<file path="src/tcx_pkg.sv">
// Shared constants and types of the nibble line codec and parallel port
package tcx_pkg;

  // ****************************************************************
  // Widths
  // ****************************************************************
  localparam int unsigned WORD_W   = 10;
  localparam int unsigned SYMBOL_W = 12;
  localparam int unsigned COUNT_W  = 4;

  // ****************************************************************
  // Character lengths in bit times and bit counter values
  // ****************************************************************
  localparam logic [3:0] CHAR_BITS_NARROW = 4'hA;
  localparam logic [3:0] CHAR_BITS_WIDE   = 4'hC;
  localparam logic [3:0] COUNT_ZERO       = 4'h0;
  localparam logic [3:0] COUNT_FIRST      = 4'h1;

  // ****************************************************************
  // Values after reset
  // ****************************************************************
  localparam logic [9:0]  WORD_RESET   = 10'h000;
  localparam logic [11:0] SYMBOL_RESET = 12'h000;
  localparam logic        LINE_RESET   = 1'b0;

  // ****************************************************************
  // Serializer states
  // ****************************************************************
  typedef enum logic [0:0] {
    TCX_TX_IDLE,
    TCX_TX_SHIFT
  } tcx_tx_state_t;

endpackage

</file>
<file path="src/tcx_codec_port.sv">
// Parallel port, serializer and deserializer around the symbol codec
`timescale 1ns/1ps

// Notes on behaviour
// - 8-bit mode: nibbles 0-3 encode to 11110, 01001, 10100, 10101; decode back.
// - Nibbles 4-7 encode to 01010, 01011, 01110, 01111; decode inverts.
// - Nibbles 8-B encode to 10010, 10011, 10110, 10111; decode inverts.
// - Nibbles C-F encode to 11010, 11011, 11100, 11101; decode inverts.
// - 10-bit mode: groups 00-03 encode to 110110, 010001, 100100, 100101.
// - Groups 04-07 encode to 010010, 010011, 010110, 010111; decode inverts.
// - Groups 08-0B encode to 100010, 110001, 110111, 100111; decode inverts.
// - Groups 0C-0F encode to 110010, 110011, 110100, 110101; decode inverts.
// - Groups 10-13 encode to 111110, 011001, 101001, 101101; decode inverts.
// - Groups 14-17 encode to 011010, 011011, 011110, 011111; decode inverts.
// - Groups 18-1B encode to 101010, 101011, 101110, 101111; decode inverts.
// - Groups 1C-1F encode to 111010, 111011, 111100, 111101; decode inverts.
// - Cascade mode: data taken the cycle after write strobe is sampled high.
// - Controller mode: data taken in the cycle write strobe is sampled low.
// - Cascade mode: character presented in the cycle read strobe is high.
// - Cascade mode: flag low while received data is available.
// - Controller mode: character output each cycle read strobe is low.
// - Controller mode: flag high when data available, low when empty.
// - Outputs hold previous values on inhibited reads or when empty.
// - No receive reads while the parallel outputs are disabled.
// - A character lasts 10 bit times in 8-bit mode, 12 in 10-bit mode.
// - Serial line is NRZI: one toggles the level, zero holds it.
// - Symbols shift out leftmost bit of the first symbol first.
// - 8-bit mode: bits 7..4 form the first nibble, 3..0 the second.
// - 10-bit mode: bits 8..4 first group, bits 9,3..0 second group.
module tcx_codec_port (
  // Clock and reset
  input  wire logic       ref_clk,
  input  wire logic       rst_n,
  // Configuration
  input  wire logic       char_width_select,
  input  wire logic       cascade_fifo_select,
  input  wire logic       rx_output_enable,
  // Transmit parallel side
  input  wire logic       tx_write_strobe,
  input  wire logic [9:0] tx_parallel_word,
  output logic            tx_hold_full,
  // Transmit serial side
  output logic            tx_serial_out,
  output logic            tx_char_start,
  // Receive serial side
  input  wire logic       rx_serial_in,
  input  wire logic       rx_char_start,
  // Receive parallel side
  input  wire logic       rx_read_strobe,
  output logic      [9:0] rx_parallel_word,
  output logic            rx_word_error,
  output logic            rx_fifo_flag,
  output logic            rx_word_oe,
  output logic            rx_overflow
);

  // ****************************************************************
  // State
  // ****************************************************************
  typedef struct packed {
    logic                  tx_stb_d;
    logic [9:0]            tx_hold;
    logic                  tx_hold_valid;
    tcx_pkg::tcx_tx_state_t tx_state;
    logic [11:0]           tx_shift;
    logic [3:0]            tx_count;
    logic                  tx_line;
    logic                  tx_start;
    logic                  ser_meta;
    logic                  ser_sync;
    logic                  sof_meta;
    logic                  sof_sync;
    logic                  rx_prev_line;
    logic [11:0]           rx_shift;
    logic [3:0]            rx_count;
    logic                  rx_active;
    logic [9:0]            rx_buf;
    logic                  rx_buf_err;
    logic                  rx_avail;
    logic [9:0]            rx_word;
    logic                  rx_err;
    logic                  rx_flag;
    logic                  rx_oe;
    logic                  rx_ovf;
  } tcx_port_state_t;

  tcx_port_state_t st;
  tcx_port_state_t next_st;

  logic [11:0] enc_symbol;
  logic [11:0] dec_symbol;
  logic [9:0]  dec_word;
  logic        dec_error;
  logic [3:0]  char_bits;

  // ****************************************************************
  // Codec
  // ****************************************************************
  tcx_symbol_codec u_codec (
    .narrow_mode (char_width_select),
    .enc_word    (st.tx_hold),
    .enc_symbol  (enc_symbol),
    .dec_symbol  (dec_symbol),
    .dec_word    (dec_word),
    .dec_error   (dec_error)
  );

  assign char_bits = char_width_select ? tcx_pkg::CHAR_BITS_NARROW
                                       : tcx_pkg::CHAR_BITS_WIDE;

  // ****************************************************************
  // Decoder input
  // ****************************************************************
  // Narrow characters fill only the low ten bits of the shifter
  always_comb begin
    if (char_width_select) begin
      dec_symbol = {st.rx_shift[9:0], 2'h0};
    end else begin
      dec_symbol = st.rx_shift;
    end
  end

  // ****************************************************************
  // Next state
  // ****************************************************************
  always_comb begin
    logic        write_now;
    logic        load_now;
    logic        rx_bit;
    logic        char_done;
    logic        read_now;
    next_st   = st;
    write_now = 1'b0;
    load_now  = 1'b0;
    rx_bit    = 1'b0;
    char_done = 1'b0;
    read_now  = 1'b0;

    // ****************************************************************
    // Transmit capture
    // ****************************************************************
    next_st.tx_stb_d = tx_write_strobe;
    if (cascade_fifo_select) begin
      write_now = st.tx_stb_d;
    end else begin
      write_now = ~tx_write_strobe;
    end

    // ****************************************************************
    // Serializer
    // ****************************************************************
    next_st.tx_start = 1'b0;
    case (st.tx_state)
      tcx_pkg::TCX_TX_IDLE: begin
        load_now = st.tx_hold_valid;
      end
      tcx_pkg::TCX_TX_SHIFT: begin
        if (st.tx_count == char_bits) begin
          load_now = st.tx_hold_valid;
          if (!st.tx_hold_valid) begin
            next_st.tx_state = tcx_pkg::TCX_TX_IDLE;
          end
        end else begin
          next_st.tx_line  = st.tx_line ^ st.tx_shift[11];
          next_st.tx_shift = {st.tx_shift[10:0], 1'b0};
          next_st.tx_count = st.tx_count + tcx_pkg::COUNT_FIRST;
        end
      end
      default: begin
        next_st.tx_state = tcx_pkg::TCX_TX_IDLE;
      end
    endcase
    if (load_now) begin
      // First bit leaves in the loading cycle, so characters abut
      next_st.tx_state = tcx_pkg::TCX_TX_SHIFT;
      next_st.tx_line  = st.tx_line ^ enc_symbol[11];
      next_st.tx_shift = {enc_symbol[10:0], 1'b0};
      next_st.tx_count = tcx_pkg::COUNT_FIRST;
      next_st.tx_start = 1'b1;
    end

    // ****************************************************************
    // Holding word
    // ****************************************************************
    // A refill may coincide with the load that empties it
    if (load_now) begin
      next_st.tx_hold_valid = 1'b0;
    end
    if (write_now && (!st.tx_hold_valid || load_now)) begin
      next_st.tx_hold       = tx_parallel_word;
      next_st.tx_hold_valid = 1'b1;
    end

    // ****************************************************************
    // Receive line synchronisers
    // ****************************************************************
    next_st.ser_meta = rx_serial_in;
    next_st.ser_sync = st.ser_meta;
    next_st.sof_meta = rx_char_start;
    next_st.sof_sync = st.sof_meta;

    // ****************************************************************
    // NRZI back to NRZ
    // ****************************************************************
    rx_bit = st.ser_sync ^ st.rx_prev_line;
    next_st.rx_prev_line = st.ser_sync;

    // ****************************************************************
    // Deframing
    // ****************************************************************
    // Completed character is decoded before the next one overwrites it
    char_done = st.rx_active && (st.rx_count == char_bits);
    if (char_done) begin
      next_st.rx_active = 1'b0;
      next_st.rx_count  = tcx_pkg::COUNT_ZERO;
    end
    if (st.sof_sync) begin
      next_st.rx_active = 1'b1;
      next_st.rx_shift  = {11'h000, rx_bit};
      next_st.rx_count  = tcx_pkg::COUNT_FIRST;
    end else if (st.rx_active && !char_done) begin
      next_st.rx_shift = {st.rx_shift[10:0], rx_bit};
      next_st.rx_count = st.rx_count + tcx_pkg::COUNT_FIRST;
    end

    // ****************************************************************
    // Read port
    // ****************************************************************
    next_st.rx_oe = rx_output_enable;
    if (cascade_fifo_select) begin
      read_now = rx_read_strobe;
    end else begin
      read_now = ~rx_read_strobe;
    end
    read_now = read_now && st.rx_avail && st.rx_oe;
    if (read_now) begin
      next_st.rx_word  = st.rx_buf;
      next_st.rx_err   = st.rx_buf_err;
      next_st.rx_avail = 1'b0;
    end
    // Otherwise the outputs keep their last character

    // ****************************************************************
    // Receive buffer
    // ****************************************************************
    // A new character wins a slot freed in the same cycle
    if (char_done) begin
      if (!st.rx_avail || read_now) begin
        next_st.rx_buf     = dec_word;
        next_st.rx_buf_err = dec_error;
        next_st.rx_avail   = 1'b1;
      end else begin
        next_st.rx_ovf = 1'b1;
      end
    end

    // ****************************************************************
    // Empty flag
    // ****************************************************************
    // Built from the next buffer state, so it never lags a read
    if (cascade_fifo_select) begin
      next_st.rx_flag = ~next_st.rx_avail;
    end else begin
      next_st.rx_flag = next_st.rx_avail;
    end
  end

  // ****************************************************************
  // Registers
  // ****************************************************************
  always_ff @(posedge ref_clk) begin
    if (!rst_n) begin
      st               <= '0;
      st.tx_hold       <= tcx_pkg::WORD_RESET;
      st.tx_state      <= tcx_pkg::TCX_TX_IDLE;
      st.tx_shift      <= tcx_pkg::SYMBOL_RESET;
      st.tx_count      <= tcx_pkg::COUNT_ZERO;
      st.tx_line       <= tcx_pkg::LINE_RESET;
      st.rx_shift      <= tcx_pkg::SYMBOL_RESET;
      st.rx_count      <= tcx_pkg::COUNT_ZERO;
      st.rx_buf        <= tcx_pkg::WORD_RESET;
      st.rx_word       <= tcx_pkg::WORD_RESET;
      // Flag reads empty in whichever polarity the mode uses
      st.rx_flag       <= cascade_fifo_select;
    end else begin
      st <= next_st;
    end
  end

  // ****************************************************************
  // Outputs
  // ****************************************************************
  assign tx_hold_full     = st.tx_hold_valid;
  assign tx_serial_out    = st.tx_line;
  assign tx_char_start    = st.tx_start;
  assign rx_parallel_word = st.rx_word;
  assign rx_word_error    = st.rx_err;
  assign rx_fifo_flag     = st.rx_flag;
  assign rx_word_oe       = st.rx_oe;
  assign rx_overflow      = st.rx_ovf;

endmodule

</file>
<file path="src/tcx_symbol_codec.sv">
// Combinational 4b/5b and 5b/6b symbol encoder and decoder
`timescale 1ns/1ps

module tcx_symbol_codec (
  // Mode
  input  wire logic        narrow_mode,
  // Encoder
  input  wire logic [9:0]  enc_word,
  output logic      [11:0] enc_symbol,
  // Decoder
  input  wire logic [11:0] dec_symbol,
  output logic      [9:0]  dec_word,
  output logic             dec_error
);

  // ****************************************************************
  // Tables
  // ****************************************************************
  function automatic logic [4:0] enc4(input logic [3:0] d);
    case (d)
      4'h0: enc4 = 5'h1E;
      4'h1: enc4 = 5'h09;
      4'h2: enc4 = 5'h14;
      4'h3: enc4 = 5'h15;
      4'h4: enc4 = 5'h0A;
      4'h5: enc4 = 5'h0B;
      4'h6: enc4 = 5'h0E;
      4'h7: enc4 = 5'h0F;
      4'h8: enc4 = 5'h12;
      4'h9: enc4 = 5'h13;
      4'hA: enc4 = 5'h16;
      4'hB: enc4 = 5'h17;
      4'hC: enc4 = 5'h1A;
      4'hD: enc4 = 5'h1B;
      4'hE: enc4 = 5'h1C;
      default: enc4 = 5'h1D;
    endcase
  endfunction

  function automatic logic [5:0] enc5(input logic [4:0] d);
    case (d)
      5'h00: enc5 = 6'h36;
      5'h01: enc5 = 6'h11;
      5'h02: enc5 = 6'h24;
      5'h03: enc5 = 6'h25;
      5'h04: enc5 = 6'h12;
      5'h05: enc5 = 6'h13;
      5'h06: enc5 = 6'h16;
      5'h07: enc5 = 6'h17;
      5'h08: enc5 = 6'h22;
      5'h09: enc5 = 6'h31;
      5'h0A: enc5 = 6'h37;
      5'h0B: enc5 = 6'h27;
      5'h0C: enc5 = 6'h32;
      5'h0D: enc5 = 6'h33;
      5'h0E: enc5 = 6'h34;
      5'h0F: enc5 = 6'h35;
      5'h10: enc5 = 6'h3E;
      5'h11: enc5 = 6'h19;
      5'h12: enc5 = 6'h29;
      5'h13: enc5 = 6'h2D;
      5'h14: enc5 = 6'h1A;
      5'h15: enc5 = 6'h1B;
      5'h16: enc5 = 6'h1E;
      5'h17: enc5 = 6'h1F;
      5'h18: enc5 = 6'h2A;
      5'h19: enc5 = 6'h2B;
      5'h1A: enc5 = 6'h2E;
      5'h1B: enc5 = 6'h2F;
      5'h1C: enc5 = 6'h3A;
      5'h1D: enc5 = 6'h3B;
      5'h1E: enc5 = 6'h3C;
      default: enc5 = 6'h3D;
    endcase
  endfunction

  // ****************************************************************
  // Encoding
  // ****************************************************************
  always_comb begin
    if (narrow_mode) begin
      enc_symbol = {enc4(enc_word[7:4]), enc4(enc_word[3:0]), 2'h0};
    end else begin
      enc_symbol = {enc5(enc_word[8:4]), enc5({enc_word[9], enc_word[3:0]})};
    end
  end

  // ****************************************************************
  // Decoding by searching the same tables, so both stay consistent
  // ****************************************************************
  always_comb begin
    logic       hit_hi;
    logic       hit_lo;
    logic [4:0] grp_hi;
    logic [4:0] grp_lo;
    hit_hi = 1'b0;
    hit_lo = 1'b0;
    grp_hi = 5'h00;
    grp_lo = 5'h00;
    for (int i = 0; i < 32; i++) begin
      if (narrow_mode) begin
        if (i < 16 && enc4(i[3:0]) == dec_symbol[11:7]) begin
          hit_hi = 1'b1;
          grp_hi = i[4:0];
        end
        if (i < 16 && enc4(i[3:0]) == dec_symbol[6:2]) begin
          hit_lo = 1'b1;
          grp_lo = i[4:0];
        end
      end else begin
        if (enc5(i[4:0]) == dec_symbol[11:6]) begin
          hit_hi = 1'b1;
          grp_hi = i[4:0];
        end
        if (enc5(i[4:0]) == dec_symbol[5:0]) begin
          hit_lo = 1'b1;
          grp_lo = i[4:0];
        end
      end
    end
    if (narrow_mode) begin
      dec_word = {2'h0, grp_hi[3:0], grp_lo[3:0]};
    end else begin
      dec_word = {grp_lo[4], grp_hi, grp_lo[3:0]};
    end
    dec_error = ~(hit_hi & hit_lo);
  end

endmodule
</file>
<file path="config.mk">
export PLATFORM = sky130hd
export DESIGN_NAME = tcx_codec_port
export DESIGN_NICKNAME = d
export VERILOG_FILES = /design/src/tcx_pkg.sv /design/src/tcx_codec_port.sv /design/src/tcx_symbol_codec.sv
export SDC_FILE = /design/constraint.sdc
export NUM_CORES = 1
export LEC_CHECK = 0
export ABC_AREA = 1
export ABC_CLOCK_PERIOD_IN_PS = 8600
export BUFFER_PORTS_ARGS = -buffer_cell sky130_fd_sc_hd__buf_2
export CORE_MARGIN = 8
export CORE_UTILIZATION = 50
export DETAILED_ROUTE_END_ITERATION = 8
export PLACE_DENSITY = 0.72
export SLEW_MARGIN = 20
export SYNTH_ARGS = -nofsm -noshare
export SYNTH_HDL_FRONTEND = slang
export SYNTH_HIERARCHICAL = 1
export SYNTH_SLANG_ARGS = --single-unit
</file>
<file path="constraint.sdc">
create_clock -name ref_clk -period 8.6 [get_ports ref_clk]
set_input_delay 2.58 -clock ref_clk [delete_from_list [all_inputs] [get_ports ref_clk]]
set_output_delay 2.58 -clock ref_clk [all_outputs]
set_load 0.05 [all_outputs]
</file>
==> qor.csv <==
stage,metric,value,unit
cells_and_area,nets,855,
sta,setup_viol_count_final,0,
sta,rsz0062_at_grt,no,
cts,cts_buffer_depth,2,
synthesis,synth_area_leaders,"dfxtp_1, nand2_1, nor2_1",
placed_design,gp_congestion,0.9336,
synthesis,yosysWarnings,6,
critical_path,path_cells,buf_2 > inv_2 > o21ai_0 > nand2_1 > nor2_1 > inv_1 > o22ai_1 > nor2_1 > nand4_1 > nand2_1 > nand3_1 > nand2_1 > nand4_1 > nand2_1 > inv_1 > nand3b_1 > nand2_1 > nor2_1,
sta,finalSetupTns,0,ns
power_and_ir_drop,power_density,142.7,nW/µm²
synthesis,netlist_instances,821,
routing,firstDrtPassIters,5,
cts,cts_tree,yes,
cells_and_area,utilization,54.75,%
power_and_ir_drop,power_frac_clock,34.0,%
routing,vias,5321,
power_and_ir_drop,vdd_ir_drop_max,0.09649,mV
cts,h-tree-depth,3,
flow_run,cap_violations,0,
routing,viasPerCell,5.503,
cts,numCtsBuffers,9,
critical_path,cp_data_required_time,8.89,ns
critical_path,crit_fanout,38,
routing,wl_per_cell,14.31,µm
die,initial_utilization,51.58,%
placed_design,dp_hpwl,10460,µm
synthesis,syn_area,5065,µm²
cts,cts-root-buf,clkbuf_8,
routing,drt.antenna.violating_nets,0,
grt,grt_max_degree,57,
critical_path,cp-start-kind,input port,
cells_and_area,antenna_cells,0,
critical_path,worstPathArrival,5.86,ns
cts,clk_latency,0.36,ns
routing,drcViolationCount,0,
critical_path,crit_path_end_kind,flop,
power_and_ir_drop,comb_power_share,15.2,%
cells_and_area,register_area,1562,µm²
cts,path_clk_slew,0.09,ns
synthesis,synth_fp_nets,847,
cts,holdBufCountCts,0,
critical_path,worstSetupPathType,input port to flop,
outcome,run_status,"finished, final reports clean",
placed_design,io_buffers,35,
sta,post-route-period-util,64.74,%
sta,skew,0.01305,ns
power_and_ir_drop,power_frac_seq,50.8,%
sta,holdWs,0.4203,ns
synthesis,yosysSeqAreaShare,30.83,%
synthesis,synth_top_area_share,30.83,%
power_and_ir_drop,p_leak,2.454,nW
critical_path,reg2reg_slack,5.70,ns
critical_path,slowest_delay,0.71,ns
placed_design,pre_cts_ws,2.703,ns
cells_and_area,multi_input_area,2853,µm²
synthesis,syn_area_per_cell,6.169,µm²
cts,cts_resized,0,
critical_path,cpMostUsedCell,nand2_1,
power_and_ir_drop,swShare,31.83,%
grt,grt_overflow,0,
die,die_h,116.6,µm
die,die_x,116.6,µm
power_and_ir_drop,power.internal,522.9,µW
synthesis,yosys.area.top_type,dfxtp_1,
worst_hold_path,hold_class,flop to flop,
sta,finalCriticalPeriod,5.568,ns
grt,first_global_vias,4829,
cells_and_area,syn_to_final_growth,6.151,%
grt,track_usage,20.92,%
die,num_rows,36,
critical_path,critPathSlowestCell,o21ai_0,
cells_and_area,n_fill_cell,1032,
power_and_ir_drop,switching_power,244.2,µW
cells_and_area,final_common_cell,nand2_1,
critical_path,path_buf_inv,4,
cts,cts_setup_buffers,0,
die,dieArea,13610,µm²
cells_and_area,final_cell_mix,"nand2_1, nor2_1, inv_1, dfxtp_1, nand3_1",
sta,fin_ws,3.032,ns
sta,clock.fmax,179.6,MHz
die,coreArea,9819,µm²
grt,grt_antenna_before_repair,0,
sta,tightest_slew,0.9707,ns
sta,hold_viol,0,
synthesis,ys_ff_latch,78,
cells_and_area,drive_above_1_share,8.993,%
cts,cts.sinks,78,
synthesis,ys_types,43,
grt,grt_pass1_wl,22780,µm
critical_path,critPathTopFamily,simple AND/OR/NAND/NOR gates,
sta,slew_headroom,35.29,%
sta,final_max_slew_viol_count,0,
die,ios,36,
routing,drt-initial-drc-count,440,
routing,wl,13840,µm
power by group through the flow:
stage / Combinational, mW / Sequential (mW) / Clock [mW]
3_3_place_gp: 0.112 / 0.397 / 0
3_5_place_dp: 0.114 / 0.398 / 0
6_report: 0.116 / 0.390 / 0.261
5_1_grt: 0.131 / 0.392 / 0.287
2_1_floorplan: 0.0861 / 0.397 / 0
4_1_cts: 0.114 / 0.389 / 0.270
per-stage QoR:
stage          total power, mW  std cells  instance area, µm²
2_1_floorplan           0.4833        821                5065
3_3_place_gp            0.5088        951                5187
3_5_place_dp            0.5117        951                5187
4_1_cts                 0.7741        967                5376
5_1_grt                 0.8107        967                5376
6_report                0.7671        967                5376
area by class of cell:
| type | count | area share (%) |
|---|---|---|
| multi-input cells | 591 | 53.06 |
| flip-flops and latches | 78 | 29.04 |
| inverters | 113 | 7.889 |
| repair buffers | 36 | 3.398 |
| well taps | 133 | 3.095 |
| clock buffers | 9 | 2.304 |
| clock inverters | 7 | 1.210 |
sequential cells by signal (all words and copies together) (netlist names):
signal	cells
st	58
rx_fifo_flag	1
rx_parallel_word	10
tx_char_start	1
rx_word_oe	1
tx_hold_full	1
tx_serial_out	1
rx_overflow	1
rx_word_error	1
next_st	3
cells by family after synthesis:
kind of cell	synth area share, %
and+or+nand+nor	39.55
DFF	30.83
buffers and inverters	12.85
AOI/OAI and AO/OA	13.96
xor gates and xnor gates	0.8646
muxes	0.2223
adders and majority gates	1.729
cells in the mapped netlist, drive strengths merged:
library cell and instances:
a22oi 7, o221ai 3, or2 1, ha 7
a21boi 1, o2111ai 3, xor2 4, dfxtp 78
nor4b 1, nand3 65, nor3 18, mux2 1
a221oi 2, o211ai 5, xnor2 1, a311oi 1
a31o 1, buf 28, nor3b 1, o31ai 2
a31oi 2, o21ai 52, nor2 159, nor4 7
o22ai 11, a2111oi 1, a21oi 29, clkbuf 11
inv 113, nand3b 22, nand2 172, nand4 12
routing by layer:
layer | share of wire (%) | wire (µm) | global-route usage, %
met3 | 7.0 | 967 | 4.498
met4 | 1.9 | 264 | 7.594
met5 | 0 | 0 | 0
met2 | 46 | 6315 | 33.90
met1 | 45 | 6296 | 26.75
worst min-delay path, delay by kind of cell, from the launching register on:
kind	cells	cell delay [ns]
simple gates	1	0.04
buf+inv	1	0.04
flops	1	0.32
final timing paths:
kind                         end                    from  depth (start not counted)
max          st[16]$_SDFFE_PN0P_       char_width_select                         18
min            st[44]$_SDFF_PN0_  next_st[44]$_SDFF_PN0_                          2
max reg2reg  st[15]$_SDFFE_PN0P_     st[34]$_SDFFE_PP0P_                         15
min reg2reg    st[44]$_SDFF_PN0_  next_st[44]$_SDFF_PN0_                          2
Power figures use the tool's default switching activity.
